File: config.mk
export PLATFORM = sky130hd
export DESIGN_NAME = dmrc_top
export DESIGN_NICKNAME = d
export VERILOG_FILES = /design/src/rtl/dmrc_pkg.sv /design/src/rtl/dmrc_edge.sv /design/src/rtl/dmrc_top.sv
export SDC_FILE = /design/constraint.sdc
export NUM_CORES = 1
export LEC_CHECK = 0
export BUFFER_PORTS_ARGS = -buffer_cell sky130_fd_sc_hd__buf_4
export CAP_MARGIN = 20
export CORE_MARGIN = 5
export CORE_UTILIZATION = 27
export CTS_BUF_LIST = sky130_fd_sc_hd__clkbuf_4 sky130_fd_sc_hd__clkbuf_8
export DETAILED_ROUTE_END_ITERATION = 10
export PLACE_DENSITY = 0.45
export SLEW_MARGIN = 20
export SYNTH_ARGS = -nofsm -noshare
export SYNTH_HDL_FRONTEND = slang
export SYNTH_SLANG_ARGS = --single-unit
File: constraint.sdc
create_clock -name clk_i -period 6.7 [get_ports clk_i]
set_input_delay 1.34 -clock clk_i [delete_from_list [all_inputs] [get_ports clk_i]]
set_output_delay 1.34 -clock clk_i [all_outputs]
set_load 0.005 [all_outputs]
File: src/rtl/dmrc_pkg.sv
// Purpose: Constants for the DRAM mode-register configuration block.
// Assumes: Command pins are sampled on rising edges of the command clock.
// Notes: Field positions are address-bit indices within a mode-register load.
package dmrc_pkg;
  localparam int DMRC_ADDR_W = 16;
  localparam int DMRC_BANK_W = 3;
  // Bank selects
  localparam logic [2:0] DMRC_BANK_MR0 = 3'h0;
  localparam logic [2:0] DMRC_BANK_MR1 = 3'h1;
  localparam logic [2:0] DMRC_BANK_MR2 = 3'h2;
  localparam logic [2:0] DMRC_BANK_MR3 = 3'h3;
  // First register fields
  localparam int DMRC_WR_LSB = 9;
  localparam int DMRC_PD_FAST_BIT = 12;
  // Second register fields
  localparam int DMRC_DLL_DIS_BIT = 0;
  localparam int DMRC_DRV0_BIT = 1;
  localparam int DMRC_DRV1_BIT = 5;
  localparam int DMRC_NOM0_BIT = 2;
  localparam int DMRC_NOM1_BIT = 6;
  localparam int DMRC_NOM2_BIT = 9;
  localparam int DMRC_AL_LSB = 3;
  localparam int DMRC_WLEV_BIT = 7;
  localparam int DMRC_QOFF_BIT = 12;
  // Third register fields
  localparam int DMRC_PARTIAL_ARRAY_SELF_REFRESH_LSB = 0;
  localparam int DMRC_CWL_LSB = 3;
  localparam int DMRC_RTTWR_LSB = 9;
  // Fourth register fields
  localparam int DMRC_CAL_LOC_LSB = 0;
  localparam int DMRC_CAL_EN_BIT = 2;
  // Encodings
  localparam logic [1:0] DMRC_AL_ZERO = 2'h0;
  localparam logic [1:0] DMRC_AL_CLM1 = 2'h1;
  localparam logic [1:0] DMRC_AL_CLM2 = 2'h2;
  localparam logic [2:0] DMRC_WR_ENC_BASE = 3'h5;
  localparam logic [4:0] DMRC_CWL_BASE = 5'h05;
  localparam logic [4:0] DMRC_ONE = 5'h01;
  localparam logic [4:0] DMRC_TWO = 5'h02;
  localparam logic [15:0] DMRC_MR_RESET = 16'h0000;
  // Write-recovery encoding 0 stands for 16 cycles
  localparam logic [4:0] DMRC_WR_ZERO_CYC = 5'h10;
endpackage : dmrc_pkg

File: src/rtl/dmrc_edge.sv
// Purpose: Two-flop synchroniser with rising-edge detection.
// Assumes: Input is asynchronous to clk_i.
// Notes: Edge pulse is one clk_i cycle, one to two cycles after the pin.
`timescale 1ns/1ps
module dmrc_edge (
  input wire logic clk_i,
  input wire logic srst_i,
  input wire logic async_i,
  output logic level_o,
  output logic rise_o
);
  logic meta;
  logic sync;
  logic prev;
  always_ff @(posedge clk_i) begin
    if (srst_i) begin
      meta <= 1'b0;
      sync <= 1'b0;
      prev <= 1'b0;
    end else begin
      meta <= async_i;
      sync <= meta;
      prev <= sync;
    end
  end
  assign level_o = sync;
  assign rise_o = sync & ~prev;
endmodule : dmrc_edge

File: src/rtl/dmrc_top.sv
// Purpose: Mode-register load and decode for a DDR3-class DRAM device.
// Assumes: Command clock and pins are slow against clk_i and sampled by it.
// Notes: Pins are captured on each command-clock rising edge seen by clk_i.
`timescale 1ns/1ps
module dmrc_top
  import dmrc_pkg::*;
#(
  parameter int ADDR_W = DMRC_ADDR_W
) (
  input wire logic clk_i,
  input wire logic srst_i,
  input wire logic ck_i,
  input wire logic cke_i,
  input wire logic cs_n_i,
  input wire logic ras_n_i,
  input wire logic cas_n_i,
  input wire logic we_n_i,
  input wire logic [DMRC_BANK_W-1:0] ba_i,
  input wire logic [ADDR_W-1:0] addr_i,
  input wire logic [4:0] cas_latency_i,
  input wire logic [4:0] row_precharge_time_i,
  input wire logic self_refresh_i,
  input wire logic power_down_i,
  input wire logic write_active_i,
  input wire logic odt_i,
  output logic [4:0] autoprecharge_write_to_activate_delay_o,
  output logic dll_on_o,
  output logic fast_exit_o,
  output logic [1:0] drive_sel_o,
  output logic [2:0] nominal_termination_o,
  output logic [1:0] write_termination_o,
  output logic [1:0] term_active_o,
  output logic [4:0] additive_latency_o,
  output logic additive_reserved_o,
  output logic [4:0] read_latency_o,
  output logic [4:0] write_latency_o,
  output logic [4:0] cas_write_latency_o,
  output logic write_leveling_o,
  output logic outputs_off_o,
  output logic [2:0] partial_array_self_refresh_o,
  output logic calibration_pattern_register_o,
  output logic [1:0] cal_loc_o
);
  logic ck_lvl;
  logic ck_rise;
  logic cke_s;
  logic cs_n_s;
  logic ras_n_s;
  logic cas_n_s;
  logic we_n_s;
  logic [DMRC_BANK_W-1:0] ba_s;
  logic [ADDR_W-1:0] addr_s;
  logic [DMRC_BANK_W-1:0] ba_m;
  logic [ADDR_W-1:0] addr_m;
  logic [4:0] ctl_m;
  logic [4:0] ctl_s;
  logic [2:0] side_m;
  logic [2:0] side_s;
  logic [ADDR_W-1:0] mr0;
  logic [ADDR_W-1:0] mr1;
  logic [ADDR_W-1:0] mr2;
  logic [ADDR_W-1:0] mr3;

  // Command clock edge finder; data pins get their own two-flop stage
  dmrc_edge u_ck (
    .clk_i(clk_i),
    .srst_i(srst_i),
    .async_i(ck_i),
    .level_o(ck_lvl),
    .rise_o(ck_rise)
  );

  // Pins are bused through two flops; the controller holds them across a CK edge,
  // so bit-skew within the bus settles before the edge is seen.
  always_ff @(posedge clk_i) begin
    if (srst_i) begin
      ctl_m <= 5'h1f;
      ctl_s <= 5'h1f;
      ba_m <= '0;
      ba_s <= '0;
      addr_m <= '0;
      addr_s <= '0;
      side_m <= 3'h0;
      side_s <= 3'h0;
    end else begin
      ctl_m <= {~cke_i, cs_n_i, ras_n_i, cas_n_i, we_n_i};
      ctl_s <= ctl_m;
      ba_m <= ba_i;
      ba_s <= ba_m;
      addr_m <= addr_i;
      addr_s <= addr_m;
      side_m <= {self_refresh_i, write_active_i, odt_i};
      side_s <= side_m;
    end
  end
  assign cke_s = ~ctl_s[4];
  assign cs_n_s = ctl_s[3];
  assign ras_n_s = ctl_s[2];
  assign cas_n_s = ctl_s[1];
  assign we_n_s = ctl_s[0];

  wire mrs_cmd = ck_rise & cke_s & ~cs_n_s & ~ras_n_s & ~cas_n_s & ~we_n_s;
  wire ld_mr0 = mrs_cmd & (ba_s == DMRC_BANK_MR0);
  wire ld_mr1 = mrs_cmd & (ba_s == DMRC_BANK_MR1);
  wire ld_mr2 = mrs_cmd & (ba_s == DMRC_BANK_MR2);
  wire ld_mr3 = mrs_cmd & (ba_s == DMRC_BANK_MR3);

  // Registers hold until the same bank is addressed again
  always_ff @(posedge clk_i) begin
    if (srst_i) begin
      mr0 <= DMRC_MR_RESET;
      mr1 <= DMRC_MR_RESET;
      mr2 <= DMRC_MR_RESET;
      mr3 <= DMRC_MR_RESET;
    end else begin
      if (ld_mr0) mr0 <= addr_s;
      if (ld_mr1) mr1 <= addr_s;
      if (ld_mr2) mr2 <= addr_s;
      if (ld_mr3) mr3 <= addr_s;
    end
  end

  // Field decode
  wire [2:0] wr_enc = mr0[DMRC_WR_LSB +: 3];
  wire [4:0] wr_cyc = (wr_enc == 3'h0) ? DMRC_WR_ZERO_CYC :
    (wr_enc < 3'h4) ? 5'({2'h0, wr_enc} + {2'h0, DMRC_WR_ENC_BASE} - DMRC_ONE) :
    5'({2'h0, wr_enc} << 1);
  wire [4:0] next_dal = 5'(wr_cyc + row_precharge_time_i);
  wire pd_fast = mr0[DMRC_PD_FAST_BIT];
  wire dll_disable = mr1[DMRC_DLL_DIS_BIT];
  wire self_ref = side_s[2];
  // DLL drops on self-refresh or slow-exit power-down, else follows the enable
  wire next_dll_on = ~dll_disable & ~self_ref & ~(power_down_i & ~pd_fast);
  wire [1:0] al_enc = mr1[DMRC_AL_LSB +: 2];
  wire [4:0] next_al = (al_enc == DMRC_AL_CLM1) ? 5'(cas_latency_i - DMRC_ONE) :
    (al_enc == DMRC_AL_CLM2) ? 5'(cas_latency_i - DMRC_TWO) : 5'h00;
  wire al_res = (al_enc == 2'h3);
  wire [4:0] next_cwl = 5'({2'h0, mr2[DMRC_CWL_LSB +: 3]} + DMRC_CWL_BASE);
  wire wlev = mr1[DMRC_WLEV_BIT];
  wire [2:0] nom = {mr1[DMRC_NOM2_BIT], mr1[DMRC_NOM1_BIT], mr1[DMRC_NOM0_BIT]};
  wire [1:0] write_termination = mr2[DMRC_RTTWR_LSB +: 2];
  // Termination in use: bit1 write value, bit0 nominal value
  wire use_wr = side_s[0] & side_s[1] & ~wlev & (write_termination != 2'h0);
  wire use_nom = side_s[0] & ~use_wr & (nom != 3'h0);
  wire cal_en = mr3[DMRC_CAL_EN_BIT];
  wire [1:0] next_loc = cal_en ? mr3[DMRC_CAL_LOC_LSB +: 2] : 2'h0;

  always_ff @(posedge clk_i) begin
    if (srst_i) begin
      autoprecharge_write_to_activate_delay_o <= '0;
      dll_on_o <= 1'b0;
      fast_exit_o <= 1'b0;
      drive_sel_o <= '0;
      nominal_termination_o <= '0;
      write_termination_o <= '0;
      term_active_o <= '0;
      additive_latency_o <= '0;
      additive_reserved_o <= 1'b0;
      read_latency_o <= '0;
      write_latency_o <= '0;
      cas_write_latency_o <= '0;
      write_leveling_o <= 1'b0;
      outputs_off_o <= 1'b0;
      partial_array_self_refresh_o <= '0;
      calibration_pattern_register_o <= 1'b0;
      cal_loc_o <= '0;
    end else begin
      autoprecharge_write_to_activate_delay_o <= next_dal;
      dll_on_o <= next_dll_on;
      fast_exit_o <= pd_fast;
      drive_sel_o <= {mr1[DMRC_DRV1_BIT], mr1[DMRC_DRV0_BIT]};
      nominal_termination_o <= nom;
      write_termination_o <= write_termination;
      term_active_o <= {use_wr, use_nom};
      additive_latency_o <= next_al;
      additive_reserved_o <= al_res;
      read_latency_o <= 5'(next_al + cas_latency_i);
      write_latency_o <= 5'(next_al + next_cwl);
      cas_write_latency_o <= next_cwl;
      write_leveling_o <= wlev;
      outputs_off_o <= mr1[DMRC_QOFF_BIT];
      // Range only matters once self-refresh is entered; retention outside it is not kept
      partial_array_self_refresh_o <= mr2[DMRC_PARTIAL_ARRAY_SELF_REFRESH_LSB +: 3];
      calibration_pattern_register_o <= cal_en;
      cal_loc_o <= next_loc;
    end
  end
  // Unused level kept for future half-cycle capture
  wire unused_ok = ck_lvl;
endmodule : dmrc_top

* Word level (Yosys, flattened, before mapping) *
Index checks and enable logic that the tools add are counted.

word-level totals
  register bits after elaboration = 136

operators by class
  $add $sub $neg = 8
  magnitude comparators = 1
  equality and inequality tests = 6
  mux-type cells = 4
  bitwise logic cells = 32
  reductions and logical operators = 5

operators with widths
  cell                                                  count
  2-to-1 mux 5 bit                                      4
  bitwise AND 1 bit                                     18
  inverter 1 bit                                        14
  adder 5 bit                                           2
  adder 3 x 3 -> 4 bit (second input constant)          2
  equality test 3 x 2 -> 1 bit (second input constant)  2
  zero test 3 bit                                       2
  adder 5 x 4 -> 5 bit                                  1
  subtractor 4 x 1 -> 5 bit (second input constant)     1
  subtractor 5 x 1 -> 5 bit (second input constant)     1
  subtractor 5 x 2 -> 5 bit (second input constant)     1
  equality test 2 bit (second input constant)           2
  equality test 3 x 1 -> 1 bit (second input constant)  1
  < comparator 3 bit (second input constant)            1
  nonzero test 3 bit                                    1
  equality test 2 x 1 -> 1 bit (second input constant)  1
  nonzero test 2 bit                                    1
  OR reduction 2 bit                                    1

* Longest topological paths before layout *
  word-level depth = 8
  depth in mapped cells = 11
  mapped depth without buffers = 10

* Cells and area by module *
From an unflattened synthesis, not the netlist that was laid out.

second synthesis, totals
  cell total of the unflattened synthesis = 384
  area, all modules = 4,216.5 sq um

modules (own cells, without submodules)
  module     times used  cells each  area each (sq um)  sequential area each (sq um)
  dmrc_top   1           377         4,129.0            2,302.2
  dmrc_edge  1           7           87.6               60.1

* Worst setup path before layout *
Ideal clock, no wire load.

  path kind = input to register
  start point = input port cas_latency_i[0]
  end point = register write_latency_o[4]
  setup time = 127 ps
  arrival time = 3,174 ps
  required time = 6,573 ps
  path slack = 3,399 ps
  stages = 9
  buffers on the path = 0
  cell sequence = inv_1 ha_1 o21ai_0 inv_1 fa_1 nand2b_1 a21oi_1 o211ai_1 nor3b_2

between the ends
  longest elaborated chain between the ends = 4
  elaborated cells on any way between the ends = 5

ends and longest elaborated chain
  what                       line             RTL
  start: declaration         dmrc_top.sv:20   input wire logic [4:0] cas_latency_i,
  subtractor 5 x 2 -> 5 bit  dmrc_top.sv:136  (al_enc == DMRC_AL_CLM2) ? 5'(cas_latency_i - DMRC_TWO) : 5'h00;
  2-to-1 mux 5 bit           dmrc_top.sv:136
  2-to-1 mux 5 bit (*)       dmrc_top.sv:135  wire [4:0] next_al = (al_enc == DMRC_AL_CLM1) ? 5'(cas_latency_i - DMRC_ONE) :
  net next_al[1]             dmrc_top.sv:135
  adder 5 x 4 -> 5 bit (*)   dmrc_top.sv:178  write_latency_o <= 5'(next_al + next_cwl);
  end signal: assignment     dmrc_top.sv:178
  end: declaration           dmrc_top.sv:36   output logic [4:0] write_latency_o,

Mark *: on every way through the listed nets, which the timed path passes. The rest lies on a longest branch.
A chain may end at the register's enable or synchronous reset.

* Worst setup path after layout *
  start point = input port cas_latency_i[1]
  end point = register write_latency_o[4]

Same word-level chain as after synthesis.

==> qor.yml <==
synthDistinctLibCells: 43
startpoint: "cas_latency_i[1]"
first_global_vias: 2885
ys.warnings.count: 0
maximum_level_of_the_cts_h_tree: 4
pin_count: 86
route.detailed.wl_per_inst_um: 12.7
gpl_congestion: 0.701
clkSinkCount: 118
hold_path_depth: 1
flow.area_growth_from_synthesis_pct: 26.4
power.ir.vdd_worst_uv: 109
floorplan.initialDensity_pct: 27.6
rsz0062_at_grt: "no"
detail_route.vias_per_cell: 4.12
dp_hpwl_um: 5840
cp-start-kind: "input pin"
worst-path-max-fanout: 6
holdCritStartpoint: "side_s[2]$_SDFF_PP0_"
grt_antenna_before_repair: 0
n_fill_cell: 1552
die_width_um: 135
worstMarginPinSlew_ps: 700
min_delay_path_class: "reg -> reg"
finalHoldViolations: 0
timing.rr.start: "mr1[4]$_SDFFE_PP0P_"
regToRegEndpoint: "write_latency_o[4]$_SDFF_PP0_"
power_density_nw_per_um2: 260
antenna_cells: 0
placeableCoreArea_um2: 15200
place_ws_ps: 2830
synth_enable_flop_cells: 0
place.port_buffers: 80
vias: 2741
worst_setup_path_end_kind: "flip-flop"
syn_inst: 383
max_cap_viol_count: 0
dieArea_um2: 18100
grt_usage_pct: 9.97
postCtsHoldBufs: 0
layout-drive-gt1-share_pct: 27.7
max_slew_violation_count: 0
ys_ff_latch: 118
critical_path_class: "in -> reg"
synthesized_area_per_cell_um2: 10.9
synthesis.nets: 443
worst_skew_pair.late_latency_ps: 430
synth-async-reset-ratio_pct: 0
grt_pass1_wl_um: 13900
rrSetupSlack_ps: 4030
mostFrequentLayoutCell: "dfxtp_1"
final_antenna_net_count: 0
synth-seq-area-share_pct: 56.4
setup-violations-final: 0
finalSetupTns_ps: 0
run_status: "complete, no violations"
finalCoreUtilization_pct: 34.9
cellLeakagePower_nw: 2.38
cts_inserted_buffers: 17
clockBufferDepth: 2
row_count: 45
path_depth_of_the_worst_reg2reg_path: 8
final_cell_mix: "dfxtp_1, buf_4, nor2b_1"
synth-main-ff-cell: "dfxtp_1"
relSlewSlack_pct: 53.1
critical_path_required_ps: 7010
clock_tree_from_tritoncts: "built"
drt_first_pass_iters: 3
finalCritPeriodShare_pct: 50.2
finalClockSkew_ps: 7.45
finalCriticalPeriod_ps: 3360
overflow: 0
drt_total_wl_um: 8420
hold_path_end: "dll_on_o$_SDFF_PP0_"
first_iter_violations: 49
nets: 524
setup_slack_ps: 3340
grt_max_degree: 77
floorplan.die.height_um: 135
clock_tree.root_cell: "clkbuf_8"
synth.cell_area_um2: 4190
crit_arrival_ps: 3670
postCtsSetupBuffers: 0
clk_pin_slew_worst_paths_ps: 70
drc: 0
cts_resized: 0
max_freq_mhz: 297
[critical path, cell delays in order]
cell and delay, ps:
buf_4 140, inv_1 110, ha_1 230, o21ai_0 520, inv_1 180, fa_1 480
nand2b_1 160, a21oi_1 230, o211ai_1 120, nor3b_2 160
[where the power goes]
group          internal (mW)  switching [mW]  leakage (nW)
Combinational         0.0350          0.0277          1.23
Sequential             0.720         0.00635         0.966
Clock                  0.303           0.284         0.181
[Yosys cell counts (all sizes together) (5+ instances only)]
cell type  count  area, µm²
inv           12       45.0
nor2          40        150
nor2b         66        413
clkbuf        13       48.8
a21oi          7       35.0
o21ai          5       25.0
buf            6       48.8
xnor2          6       52.6
nand2b         8       50.1
a21o          12       93.8
ha            16        200
dfxtp        118       2360
or2           11       68.8
nor3           5       25.0
xor2           5       43.8
mux2i         19        190
[through the flow]
stage / cells / hold WS [ps] / power (mW) / area, µm²
after global placement: 633 / 384 / 0.806 / 4940
after CTS: 665 / 395 / 1.40 / 5300
after detailed placement: 633 / 385 / 0.807 / 4940
after global routing: 665 / 416 / 1.45 / 5300
after floorplan: 383 / 373 / 0.773 / 4190
final: 665 / 394 / 1.38 / 5300
[registers in the layout, summed over array words and instances (netlist names), 4 cells and up]
| signal | count |
|---|---|
| addr_m | 12 |
| addr_s | 12 |
| autoprecharge_write_to_activate_delay_o | 5 |
| write_latency_o | 5 |
| read_latency_o | 5 |
| mr0 | 4 |
| mr1 | 10 |
| ctl_m | 5 |
| ctl_s | 5 |
| mr2 | 8 |
| cas_write_latency_o | 4 |
| additive_latency_o | 5 |
[cells by family (layout without fill, tap and decap cells)]
kind of cell	after synthesis	count (layout)	synth area share, %
and+or+nand+nor	149	149	21.4
buffers and inverters	31	125	3.40
DFF	118	118	56.4
other	1	1	0.0895
AOI/OAI and AO/OA	35	35	5.70
muxes	19	19	4.54
adders and majority gates	19	19	6.21
xor gates and xnor gates	11	11	2.30
[cell type report]
cell class / instances / area [µm²] / area share [%]
clock buffers: 19 / 255 / 4.82
clock inverters: 13 / 108 / 2.03
inverters: 12 / 45.0 / 0.850
multi-input cells: 234 / 1690 / 31.8
flip-flops and latches: 118 / 2360 / 44.6
well taps: 188 / 235 / 4.44
repair buffers: 81 / 608 / 11.5
[worst max path at each step]
| stage | cells after the start | endpoint |
|---|---|---|
| 6_report | 10 | write_latency_o[4]$_SDFF_PP0_ |
| 4_1_cts | 10 | write_latency_o[4]$_SDFF_PP0_ |
| 3_3_place_gp | 10 | write_latency_o[4]$_SDFF_PP0_ |
| 3_5_place_dp | 10 | write_latency_o[4]$_SDFF_PP0_ |
| 5_1_grt | 10 | write_latency_o[4]$_SDFF_PP0_ |
| 2_1_floorplan | 9 | write_latency_o[4]$_SDFF_PP0_ |
[per-layer routing]
| layer | share of wire [%] | routed length, µm | track usage, % |
|---|---|---|---|
| met5 | 0 | 0 | 0 |
| met4 | 1.7 | 140 | 4.52 |
| met3 | 7.4 | 621 | 5.55 |
| met2 | 44 | 3700 | 14.7 |
| met1 | 47 | 3960 | 11.9 |
No activity file was read; power rests on OpenSTA's default activity.
